$ cat config.mk
export PLATFORM = sky130hd
export DESIGN_NAME = nvsc_ctrl
export DESIGN_NICKNAME = d
export VERILOG_FILES = /design/src/include/nvsc_pkg.sv /design/src/logic/nvsc_timer.sv /design/src/logic/nvsc_ctrl.sv
export VERILOG_INCLUDE_DIRS = /design/src /design/src/include
export SDC_FILE = /design/constraint.sdc
export NUM_CORES = 1
export LEC_CHECK = 0
export BUFFER_PORTS_ARGS = -buffer_cell sky130_fd_sc_hd__buf_2
export CELL_PAD_IN_SITES_DETAIL_PLACEMENT = 0
export CELL_PAD_IN_SITES_GLOBAL_PLACEMENT = 2
export CORE_MARGIN = 2
export CORE_UTILIZATION = 33
export DETAILED_ROUTE_END_ITERATION = 12
export PLACE_DENSITY = 0.84
export SYNTH_ARGS = -nofsm -noshare
export SYNTH_HDL_FRONTEND = slang
export SYNTH_SLANG_ARGS = --single-unit
$ cat constraint.sdc
create_clock -name mclk -period 3.2 [get_ports mclk]
set_clock_uncertainty 0.2 [all_clocks]
set_input_delay 0.48 -clock mclk [delete_from_list [all_inputs] [get_ports mclk]]
set_output_delay 0.48 -clock mclk [all_outputs]
set_load 0.03 [all_outputs]
$ cat src/include/nvsc_params.svh
/*
 * constants for the nonvolatile static ram controller: pin timing in ns,
 * derived cycle counts and the software trigger addresses.
 * assumes mclk at 125 mhz and a device whose memory pins are wired straight to this block.
 */
// Overview of operation
// - host keeps address stable through each write
// - write data valid for window before write end
// - host keeps output enable high during writes
// - store busy pin pulled low requests store
// - host starts no access while store busy low
// - six fixed reads trigger a software store
// - same five reads then 0x4c63 trigger recall
`ifndef NVSC_PARAMS_SVH
`define NVSC_PARAMS_SVH

`define NVSC_CLK_NS       8
`define NVSC_ADDR_W       17
`define NVSC_DATA_W       8
`define NVSC_TMR_W        16
// access and pin times, ns
`define NVSC_ACCESS_NS    45
`define NVSC_WR_WINDOW_NS 20
`define NVSC_PULL_NS      50
`define NVSC_XFER_NS      15000
`define NVSC_PWRUP_NS     20000
// least times round up to whole cycles
`define NVSC_ACCESS_CYC ((`NVSC_ACCESS_NS + `NVSC_CLK_NS - 1) / `NVSC_CLK_NS)
`define NVSC_WR_WINDOW_CYC ((`NVSC_WR_WINDOW_NS + `NVSC_CLK_NS - 1) / `NVSC_CLK_NS)
`define NVSC_PULL_CYC   ((`NVSC_PULL_NS + `NVSC_CLK_NS - 1) / `NVSC_CLK_NS)
`define NVSC_XFER_CYC   ((`NVSC_XFER_NS + `NVSC_CLK_NS - 1) / `NVSC_CLK_NS)
`define NVSC_PWRUP_CYC  ((`NVSC_PWRUP_NS + `NVSC_CLK_NS - 1) / `NVSC_CLK_NS)
// trigger sequence
`define NVSC_SEQ_LAST     3'h5
`define NVSC_SEQ_A0       17'h04e38
`define NVSC_SEQ_A1       17'h0b1c7
`define NVSC_SEQ_A2       17'h083e0
`define NVSC_SEQ_A3       17'h07c1f
`define NVSC_SEQ_A4       17'h0703f
`define NVSC_SEQ_STORE    17'h08fc0
`define NVSC_SEQ_RECALL   17'h04c63

`endif

$ cat src/include/nvsc_pkg.sv
/*
 * types shared by the nonvolatile static ram controller modules.
 * assumes nvsc_params.svh is on the include path.
 */
package nvsc_pkg;
	// user commands
	typedef enum logic [2:0] {
		OP_READ,
		OP_WRITE,
		OP_SW_STORE,
		OP_SW_RECALL,
		OP_PIN_STORE
	} nvsc_op_e;

	// controller sequencing
	typedef enum logic [2:0] {
		ST_PWRUP,
		ST_IDLE,
		ST_SETUP,
		ST_ACCESS,
		ST_END,
		ST_PULL,
		ST_XFER
	} nvsc_state_e;
endpackage : nvsc_pkg

$ cat src/logic/nvsc_timer.sv
/*
 * down counter used for every timed phase of the controller.
 * assumes load is a one-cycle request from the owner and en freezes it.
 */
`timescale 1ns/1ns
`include "nvsc_params.svh"
module nvsc_timer (
	// clock, reset and enable
	input  wire logic                   mclk,
	input  wire logic                   resetn,
	input  wire logic                   en,
	// control
	input  wire logic                   load,
	input  wire logic [`NVSC_TMR_W-1:0] load_val,
	// status
	output logic                        done
);
	logic [`NVSC_TMR_W-1:0] count_reg;
	logic [`NVSC_TMR_W-1:0] count_next;

	// load wins, otherwise count to zero and park
	always_comb begin
		count_next = count_reg;
		if (load) begin
			count_next = load_val;
		end else if (count_reg != '0) begin
			count_next = count_reg - 1'b1;
		end
	end

	always_ff @(posedge mclk or negedge resetn) begin
		if (!resetn) begin
			count_reg <= '0;
		end else if (en) begin
			count_reg <= count_next;
		end
	end

	assign done = (count_reg == '0);
endmodule : nvsc_timer

$ cat src/logic/nvsc_ctrl.sv
/*
 * host controller for a byte-wide nonvolatile static ram: reads, writes,
 * software store and recall sequences and the store busy pull request.
 * assumes the device pins are wired directly, the pin inputs are synchronous
 * to mclk and an external pull-up sits on the store busy wire.
 */
`timescale 1ns/1ns
`include "nvsc_params.svh"
module nvsc_ctrl (
	// clock, reset, enable
	input  wire logic                      mclk,
	input  wire logic                      resetn,
	input  wire logic                      en,
	// user command port
	input  wire logic                      cmd_valid,
	input  nvsc_pkg::nvsc_op_e             cmd_op,
	input  wire logic [`NVSC_ADDR_W-1:0]   cmd_addr,
	input  wire logic [`NVSC_DATA_W-1:0]   cmd_wdata,
	output logic                           cmd_ready,
	output logic                           rd_valid,
	output logic [`NVSC_DATA_W-1:0]        rd_data,
	output logic                           op_done,
	// memory control pins
	output logic                           mem_ce_n,
	output logic                           mem_oe_n,
	output logic                           mem_we_n,
	output logic [`NVSC_ADDR_W-1:0]        addr_bus,
	// data pins, three signals
	input  wire logic [`NVSC_DATA_W-1:0]   data_bus_i,
	output logic [`NVSC_DATA_W-1:0]        data_bus_o,
	output logic                           data_bus_oe_n,
	// store busy pin, open drain
	input  wire logic                      store_busy_n_i,
	output logic                           store_busy_n_o,
	output logic                           store_busy_n_oe_n
);
	import nvsc_pkg::*;

	localparam logic [`NVSC_TMR_W-1:0] ACC_LOAD   = `NVSC_TMR_W'(`NVSC_ACCESS_CYC - 1);
	localparam logic [`NVSC_TMR_W-1:0] PULL_LOAD  = `NVSC_TMR_W'(`NVSC_PULL_CYC - 1);
	localparam logic [`NVSC_TMR_W-1:0] XFER_LOAD  = `NVSC_TMR_W'(`NVSC_XFER_CYC - 1);
	localparam logic [`NVSC_TMR_W-1:0] PWRUP_LOAD = `NVSC_TMR_W'(`NVSC_PWRUP_CYC - 1);

	// trigger address for each step of a software sequence
	function automatic logic [`NVSC_ADDR_W-1:0] seq_addr(input logic [2:0] idx,
	                                                     input logic recall);
		logic [`NVSC_ADDR_W-1:0] a;
		a = `NVSC_SEQ_A0;
		case (idx)
			3'h1: a = `NVSC_SEQ_A1;
			3'h2: a = `NVSC_SEQ_A2;
			3'h3: a = `NVSC_SEQ_A3;
			3'h4: a = `NVSC_SEQ_A4;
			3'h5: a = recall ? `NVSC_SEQ_RECALL : `NVSC_SEQ_STORE;
			default: a = `NVSC_SEQ_A0;
		endcase
		return a;
	endfunction : seq_addr

	nvsc_state_e             state_reg,   state_next;
	nvsc_op_e                op_reg,      op_next;
	logic [2:0]              idx_reg,     idx_next;
	logic                    ce_n_reg,    ce_n_next;
	logic                    oe_n_reg,    oe_n_next;
	logic                    we_n_reg,    we_n_next;
	logic [`NVSC_ADDR_W-1:0] addr_reg,    addr_next;
	logic [`NVSC_DATA_W-1:0] wdata_reg,   wdata_next;
	logic                    doe_n_reg,   doe_n_next;
	logic                    pull_n_reg,  pull_n_next;
	logic                    ready_reg,   ready_next;
	logic                    rvalid_reg,  rvalid_next;
	logic [`NVSC_DATA_W-1:0] rdata_reg,   rdata_next;
	logic                    done_reg,    done_next;
	logic                    busy_low_reg;
	logic                    tmr_load;
	logic [`NVSC_TMR_W-1:0]  tmr_val;
	logic                    tmr_done;
	logic                    is_sw;

	nvsc_timer u_timer (
		.mclk     (mclk),
		.resetn   (resetn),
		.en       (en),
		.load     (tmr_load),
		.load_val (tmr_val),
		.done     (tmr_done)
	);

	assign is_sw = (op_reg == OP_SW_STORE) || (op_reg == OP_SW_RECALL);

	// sequencing and pin levels; every pin comes from a register
	always_comb begin
		state_next  = state_reg;
		op_next     = op_reg;
		idx_next    = idx_reg;
		ce_n_next   = 1'b1;
		oe_n_next   = 1'b1;
		we_n_next   = 1'b1;
		addr_next   = addr_reg;
		wdata_next  = wdata_reg;
		doe_n_next  = 1'b1;
		pull_n_next = 1'b1;
		ready_next  = 1'b0;
		rvalid_next = 1'b0;
		rdata_next  = rdata_reg;
		done_next   = 1'b0;
		tmr_load    = 1'b0;
		tmr_val     = ACC_LOAD;
		case (state_reg)
			ST_PWRUP: begin
				// device restores its array first, so wait it out
				tmr_load   = 1'b1;
				tmr_val    = PWRUP_LOAD;
				state_next = ST_XFER;
			end
			ST_IDLE: begin
				ready_next = store_busy_n_i;
				if (cmd_valid && ready_reg && store_busy_n_i) begin
					op_next   = cmd_op;
					idx_next  = 3'h0;
					wdata_next = cmd_wdata;
					if (cmd_op == OP_PIN_STORE) begin
						pull_n_next = 1'b0;
						tmr_load    = 1'b1;
						tmr_val     = PULL_LOAD;
						state_next  = ST_PULL;
					end else if (cmd_op == OP_SW_STORE || cmd_op == OP_SW_RECALL) begin
						addr_next  = seq_addr(3'h0, cmd_op == OP_SW_RECALL);
						state_next = ST_SETUP;
					end else begin
						addr_next  = cmd_addr;
						doe_n_next = (cmd_op != OP_WRITE);
						state_next = ST_SETUP;
					end
				end
			end
			ST_SETUP: begin
				// address settled a cycle before select falls
				ce_n_next  = 1'b0;
				we_n_next  = (op_reg != OP_WRITE);
				oe_n_next  = (op_reg == OP_WRITE);
				doe_n_next = (op_reg != OP_WRITE);
				tmr_load   = 1'b1;
				tmr_val    = ACC_LOAD;
				state_next = ST_ACCESS;
			end
			ST_ACCESS: begin
				// address and data frozen while strobes are low
				doe_n_next = (op_reg != OP_WRITE);
				if (tmr_done) begin
					if (op_reg == OP_READ) begin
						rdata_next = data_bus_i;
					end
					state_next = ST_END;
				end else begin
					ce_n_next = 1'b0;
					we_n_next = we_n_reg;
					oe_n_next = oe_n_reg;
				end
			end
			ST_END: begin
				// strobes high again; one cycle of hold, then the next step
				if (is_sw && idx_reg != `NVSC_SEQ_LAST) begin
					idx_next   = idx_reg + 3'h1;
					addr_next  = seq_addr(idx_reg + 3'h1, op_reg == OP_SW_RECALL);
					state_next = ST_SETUP;
				end else if (is_sw) begin
					tmr_load   = 1'b1;
					tmr_val    = XFER_LOAD;
					state_next = ST_XFER;
				end else begin
					rvalid_next = (op_reg == OP_READ);
					done_next   = 1'b1;
					ready_next  = store_busy_n_i;
					state_next  = ST_IDLE;
				end
			end
			ST_PULL: begin
				pull_n_next = tmr_done;
				if (tmr_done) begin
					tmr_load   = 1'b1;
					tmr_val    = XFER_LOAD;
					state_next = ST_XFER;
				end
			end
			ST_XFER: begin
				// device is deaf now; stay off the pins until busy clears
				if (tmr_done && store_busy_n_i && busy_low_reg == 1'b0) begin
					done_next  = 1'b1; // store, recall, pin store and the power-up wait end here
					ready_next = 1'b1;
					state_next = ST_IDLE;
				end
			end
			default: begin
				state_next = ST_IDLE;
			end
		endcase
	end

	// register stage only
	always_ff @(posedge mclk or negedge resetn) begin
		if (!resetn) begin
			state_reg    <= ST_PWRUP;
			op_reg       <= OP_READ;
			idx_reg      <= 3'h0;
			ce_n_reg     <= 1'b1;
			oe_n_reg     <= 1'b1;
			we_n_reg     <= 1'b1;
			addr_reg     <= 17'h00000;
			wdata_reg    <= 8'h00;
			doe_n_reg    <= 1'b1;
			pull_n_reg   <= 1'b1;
			ready_reg    <= 1'b0;
			rvalid_reg   <= 1'b0;
			rdata_reg    <= 8'h00;
			done_reg     <= 1'b0;
			busy_low_reg <= 1'b0;
		end else if (en) begin
			state_reg    <= state_next;
			op_reg       <= op_next;
			idx_reg      <= idx_next;
			ce_n_reg     <= ce_n_next;
			oe_n_reg     <= oe_n_next;
			we_n_reg     <= we_n_next;
			addr_reg     <= addr_next;
			wdata_reg    <= wdata_next;
			doe_n_reg    <= doe_n_next;
			pull_n_reg   <= pull_n_next;
			ready_reg    <= ready_next;
			rvalid_reg   <= rvalid_next;
			rdata_reg    <= rdata_next;
			done_reg     <= done_next;
			busy_low_reg <= ~store_busy_n_i; // one cycle of debounce after release
		end
	end

	// pin and port drive
	assign mem_ce_n          = ce_n_reg;
	assign mem_oe_n          = oe_n_reg;
	assign mem_we_n          = we_n_reg;
	assign addr_bus          = addr_reg;
	assign data_bus_o        = wdata_reg;
	assign data_bus_oe_n     = doe_n_reg;
	assign store_busy_n_o    = 1'b0; // open drain: only ever pulls low
	assign store_busy_n_oe_n = pull_n_reg;
	assign cmd_ready         = ready_reg;
	assign rd_valid          = rvalid_reg;
	assign rd_data           = rdata_reg;
	assign op_done           = done_reg;

	// checks; a frozen enable suspends them
	localparam int PULL_MAX = 16;
endmodule : nvsc_ctrl

# --- Word level (Yosys, flattened, before mapping) ---
# Cells that the tools add are included.
word_totals:
  register_bits: 67
  inputBits: 41
classes:
  n_addsub: 2
  n_eq_ne: 26
  muxes: 53
  reduce_logical: 22
  n_bitwise: 2
op_table:
  columns: ["operator", "n"]
  rows:
  - ["$pmux 16 s5", 1]
  - ["$mux 17", 4]
  - ["$mux 16", 3]
  - ["$pmux 12 s4", 1]
  - ["$pmux 17 s2", 1]
  - ["$mux 11", 3]
  - ["$mux 3", 9]
  - ["$eq 3x2->1 const B", 8]
  - ["$pmux 3 s7", 1]
  - ["$mux 1", 19]
  - ["$eq 3x3->1 const B", 6]
  - ["$logic_not 16->1", 1]
  - ["$reduce_bool 16->1", 1]
  - ["$sub 16x1->16 const B", 1]
  - ["$ne 2x2->1 const B", 6]
  - ["$pmux 1 s2", 6]
  - ["$reduce_and 5->1", 2]
  - ["$eq 3x1->1 const B", 3]
  - ["$reduce_and 4->1", 2]
  - ["$logic_not 3->1", 2]
  - ["$ne 3x1->1 const B", 2]
  - ["$pmux 3 s2", 1]
  - ["$logic_and 1x1->1", 5]
  - ["$mux 2", 2]
  - ["other kinds (10)", 15]

# --- Longest topological paths before layout ---
depth:
  word_depth: 7
  mapped_depth: 9

# --- By module ---
# From an unflattened synthesis, not the netlist that was laid out.
unflattened:
  hier_cells: 392
  hier_area_um2: 3987.6
modules_own_cells:
  columns: ["mod", "seq_area_each_um2", "area_per_inst_um2", "n_inst", "cells_per_inst"]
  rows:
  - ["nvsc_ctrl", 1282.5, 2882.8, 1, 265]
  - ["nvsc_timer", 400.4, 1104.8, 1, 127]

# --- Worst setup path before layout ---
# Ideal clock, no wire load.
synth_timing:
  path_kind: "register -> register"
  start: "reg u_timer.count_reg[0]"
  end: "reg u_timer.count_reg[12]"
  arrival_time_ns: 2.007
  stages_incl_launch_ff: 8
  required_ns: 2.882
  slack_ns: 0.874
  period_less_slack_ns: 2.326
  cell_sequence: "dfrtp_1 -> inv_1 -> ha_1 -> or3b_1 -> or3_1 -> or3_4 -> a21o_1 -> a21o_1"
synth_between:
  elab_chain_cells: 5
  elab_cells_between_ends: 9
synth_lines:
  columns: ["item", "line", "rtl"]
  rows:
  - ["from (decl)", "nvsc_timer.sv:18", "logic [`NVSC_TMR_W-1:0] count_reg;"]
  - ["from (signal assigned)", "nvsc_timer.sv:35", "count_reg <= count_next;"]
  - ["branches (longest 5 deep; another with $sub 16x1->16)", null, null]
# Several ways; the timed one is not identified. The select of a mux whose other input is x is not followed.
# A chain may end at the register's enable or synchronous reset.

# --- Worst setup path after layout ---
layout_timing:
  start: "reg u_timer.count_reg[0]"
  end: "reg state_reg[2]"
layout_between:
  elab_chain_cells: 5
  elab_cells_between_ends: 7
layout_lines:
  columns: ["item", "line", "rtl"]
  rows:
  - ["$logic_not 16->1 (*)", "nvsc_timer.sv:39", "assign done = (count_reg == '0);"]
  - ["$logic_and 1x1->1 (2 in series)", "nvsc_ctrl.sv:188", "if (tmr_done && store_busy_n_i && busy_low_reg == 1'b0) begin"]
  - ["$ne 2x2->1 (no line)", null, null]
  - ["$reduce_and 5->1 (no line) (*)", null, null]
  - ["to (signal assigned)", "nvsc_ctrl.sv:219", "state_reg <= state_next;"]
  - ["to (decl)", "nvsc_ctrl.sv:60", "nvsc_state_e state_reg, state_next;"]
# Mark *: on every way between the ends. The rest lies on a longest branch, timed or not.

==> metrics.cfg <==
[routing]
dr.pass1.iters = 4
drtIter0Drc = 148
vias = 3281
wl_per_cell_um = 15.80
postRouteAntennaNets = 0
drcViolationCount = 0
finalWirelength_mm = 9.751
viasPerCell = 5.318

[finish]
regArea_mm2 = 0.001683
nNetsFinal = 518
drive_gt1_frac = 0.3080
insertedDiodeCount = 0
syn_to_final_growth_pct = 23.90
largest_register_ffs = 17
final_common_cell = buf_2
n_fill_cell = 1155
mostFrequentLayoutCells = buf_2 (81), dfrtp_1 (62), nand2_1 (35)
multi_input_area_mm2 = 0.001951

[setup_path]
startpoint_type = flip-flop
critPathMaxStageDelay_ns = 0.48
cp.required_ns = 3.20
critical_path_class = flip-flop to flip-flop
crit_fanout = 7
cpMaxStageDelayCell = and4_1
arrival_ns = 2.60
r2r_start = u_timer.count_reg[0]
ff2ff_path_depth = 7
path_cells = inv_1 > ha_1 > nor4b_1 > and4_1 > o221ai_1 > o31ai_1 > o41ai_1
end_kind = flip-flop
r2r_slack_ns = 0.59
r2r_end = state_reg[2]

[yosys]
synth_edf_count = 0
synthAdderAreaFrac = 0.02656
synth_mux_area_frac = 0.06175
synth_compound_area_frac = 0.1912
synth-xor-area-share = 0.006972
yosys.area_share.simple = 0.2291
yosys_warnings = 0
syn-cell-area_mm2 = 0.003769
synth.distinct_cells = 70
avgSynthCellArea_um2 = 9.713
ys_ff_latch = 67
synth_top_family_by_area = simple AND/OR/NAND/NOR gates
seq_area_frac_synth = 0.4465
netlist_instances = 388
syn-num-nets = 437
synth_flop_cell = dfrtp_1
async_flop_share = 1.000

[clock_network]
ctsHtreeMaxLevel = 3
cts_tree = done
clock_latency_ns = 0.34
cts.path.max_buffers = 2
ctsHoldBuffers = 0
cts_resized = 0
cts.sinks = 67
cts_root_buffer = clkbuf_16
clk_pin_slew_ns = 0.06
cts_buffers = 9
post_cts_buffers = 0

[place]
port_buffers = 81
hpwl_mm = 7.065
gp_congestion = 0.8263

[floorplanning]
coreArea_mm2 = 0.01127
die_w_um = 110.9
boundaryPins = 83
die_height_um = 110.9
start_util = 0.3343
fp.dieArea_mm2 = 0.01229
fp-row-count = 39

[timing]
setup_viol = 0
slew_viol_final = 0
fin_crit_sh = 0.8147
max_freq_mhz = 383.6
final-hold-violation-count = 0
period_needed_ns = 2.607
slew_headroom = 0.4833
tightest_slew_ns = 0.7751
rsz0062_at_grt = false
tns_ns = 0

[status]
run_status = finished clean

[power_and_ir_drop]
p_total_uw = 4051
leakage_uw = 0.002246
power.share.sequential = 0.344
ir_drop_mv = 0.3761
swShare = 0.4058
pwr-share-clk = 0.269
pwr-share-comb = 0.388
cellPowerDensity_mw_per_mm2 = 867.6
p_int_uw = 2407
switchingPower_uw = 1644

[grt]
antenna_found_initial = 0
grt_max_degree = 37
gr-total-overflow = 0
grt_use_total = 0.1668
grt_pass1_wl_mm = 16.53
grt_pass1_vias = 3246

[flow_run]
drv_cap = 0

[worst_hold_path]
hp-class = input port to async pin

## critical path, delay by kind of cell (launching register included)
kind | cells | cell delay, ns
simple gates | 2 | 0.86
compound gates | 3 | 0.71
flops | 1 | 0.38
fa+ha+maj | 1 | 0.20
buf+inv | 1 | 0.12
## power by group through the flow
stage          clock network, µW  logic (µW)  registers, µW
2_1_floorplan                  0         934           1590
3_3_place_gp                   0        1560           1390
3_5_place_dp                   0        1580           1400
4_1_cts                     1120        1580           1390
5_1_grt                     1150        1720           1440
6_report                    1090        1570           1390
## stage by stage
stage / hold slack (ns) / area [µm²] / setup slack [ns] / utilization / instances
floorplan: -0.01559 / 3769 / 0.8745 / - / 388
global placement: 0.2544 / 4343 / 0.6790 / 0.3853 / 601
detailed placement: 0.2605 / 4343 / 0.5910 / 0.3853 / 601
CTS: 0.04961 / 4669 / 0.5797 / 0.4143 / 617
global route: 0.09026 / 4669 / 0.3871 / 0.4143 / 617
finish: 0.01511 / 4669 / 0.5931 / 0.4143 / 617
## how the worst max path moves through the flow
stage | startpoint | end | slack [ns] | cells after the start
5_1_grt | u_timer.count_reg[0] | state_reg[2] | 0.39 | 7
3_5_place_dp | u_timer.count_reg[0] | state_reg[2] | 0.59 | 7
4_1_cts | u_timer.count_reg[0] | state_reg[2] | 0.58 | 7
2_1_floorplan | u_timer.count_reg[0] | u_timer.count_reg[12] | 0.87 | 7
6_report | u_timer.count_reg[0] | state_reg[2] | 0.59 | 7
3_3_place_gp | u_timer.count_reg[0] | state_reg[2] | 0.68 | 7
## layer usage
layer  vias to the layer above  global-route usage  routed length, µm
met1                      1592              0.2151               4392
li1                       1605                   -                  -
met3                         4             0.03499                481
met2                        80              0.2765               4794
met4                         0             0.06250                 81
met5                         -                   0                  0
## cells in the mapped netlist (3+ instances only)
master     instances  area (µm²)
a211oi_1           7       52.55
a21o_1             6       45.04
a21oi_1           29       145.1
a22o_1             3       26.28
a31oi_1            5       31.28
and3_1             4       25.02
clkbuf_1          13       48.80
dfrtp_1           62        1551
dfstp_2            5       131.4
ha_1               8       100.1
inv_1             12       45.04
mux2_2            18       202.7
mux2i_1            3       30.03
nand2_1           35       131.4
nand2b_1           3       18.77
nand3_1            6       30.03
nand3b_1           6       45.04
nand4_1            5       31.28
nor2_1            28       105.1
nor2b_1           11       68.82
nor3_1            11       55.05
nor3b_1            7       52.55
nor4_1             5       31.28
o21ai_0           20       100.1
o2bb2ai_1          4       35.03
o31ai_1            8       60.06
or2_2              3       18.77
or3_1              6       37.54
## cells by family (layout without fill, tap and decap cells)
family	after synthesis	count (layout)
flops	67	67
mux	21	21
other cells	1	1
fa+ha+maj	8	8
xor+xnor	3	3
compound gates	107	107
simple gates	149	149
buf+inv	32	118
## final cells by class
| type | count | area share |
|---|---|---|
| clock inverters | 6 | 0.01876 |
| flip-flops and latches | 67 | 0.3604 |
| inverters | 12 | 0.009646 |
| repair buffers | 90 | 0.1040 |
| multi-input cells | 289 | 0.4177 |
| well taps | 143 | 0.03832 |
| clock buffers | 10 | 0.05118 |
Power figures use the tool's default switching activity.
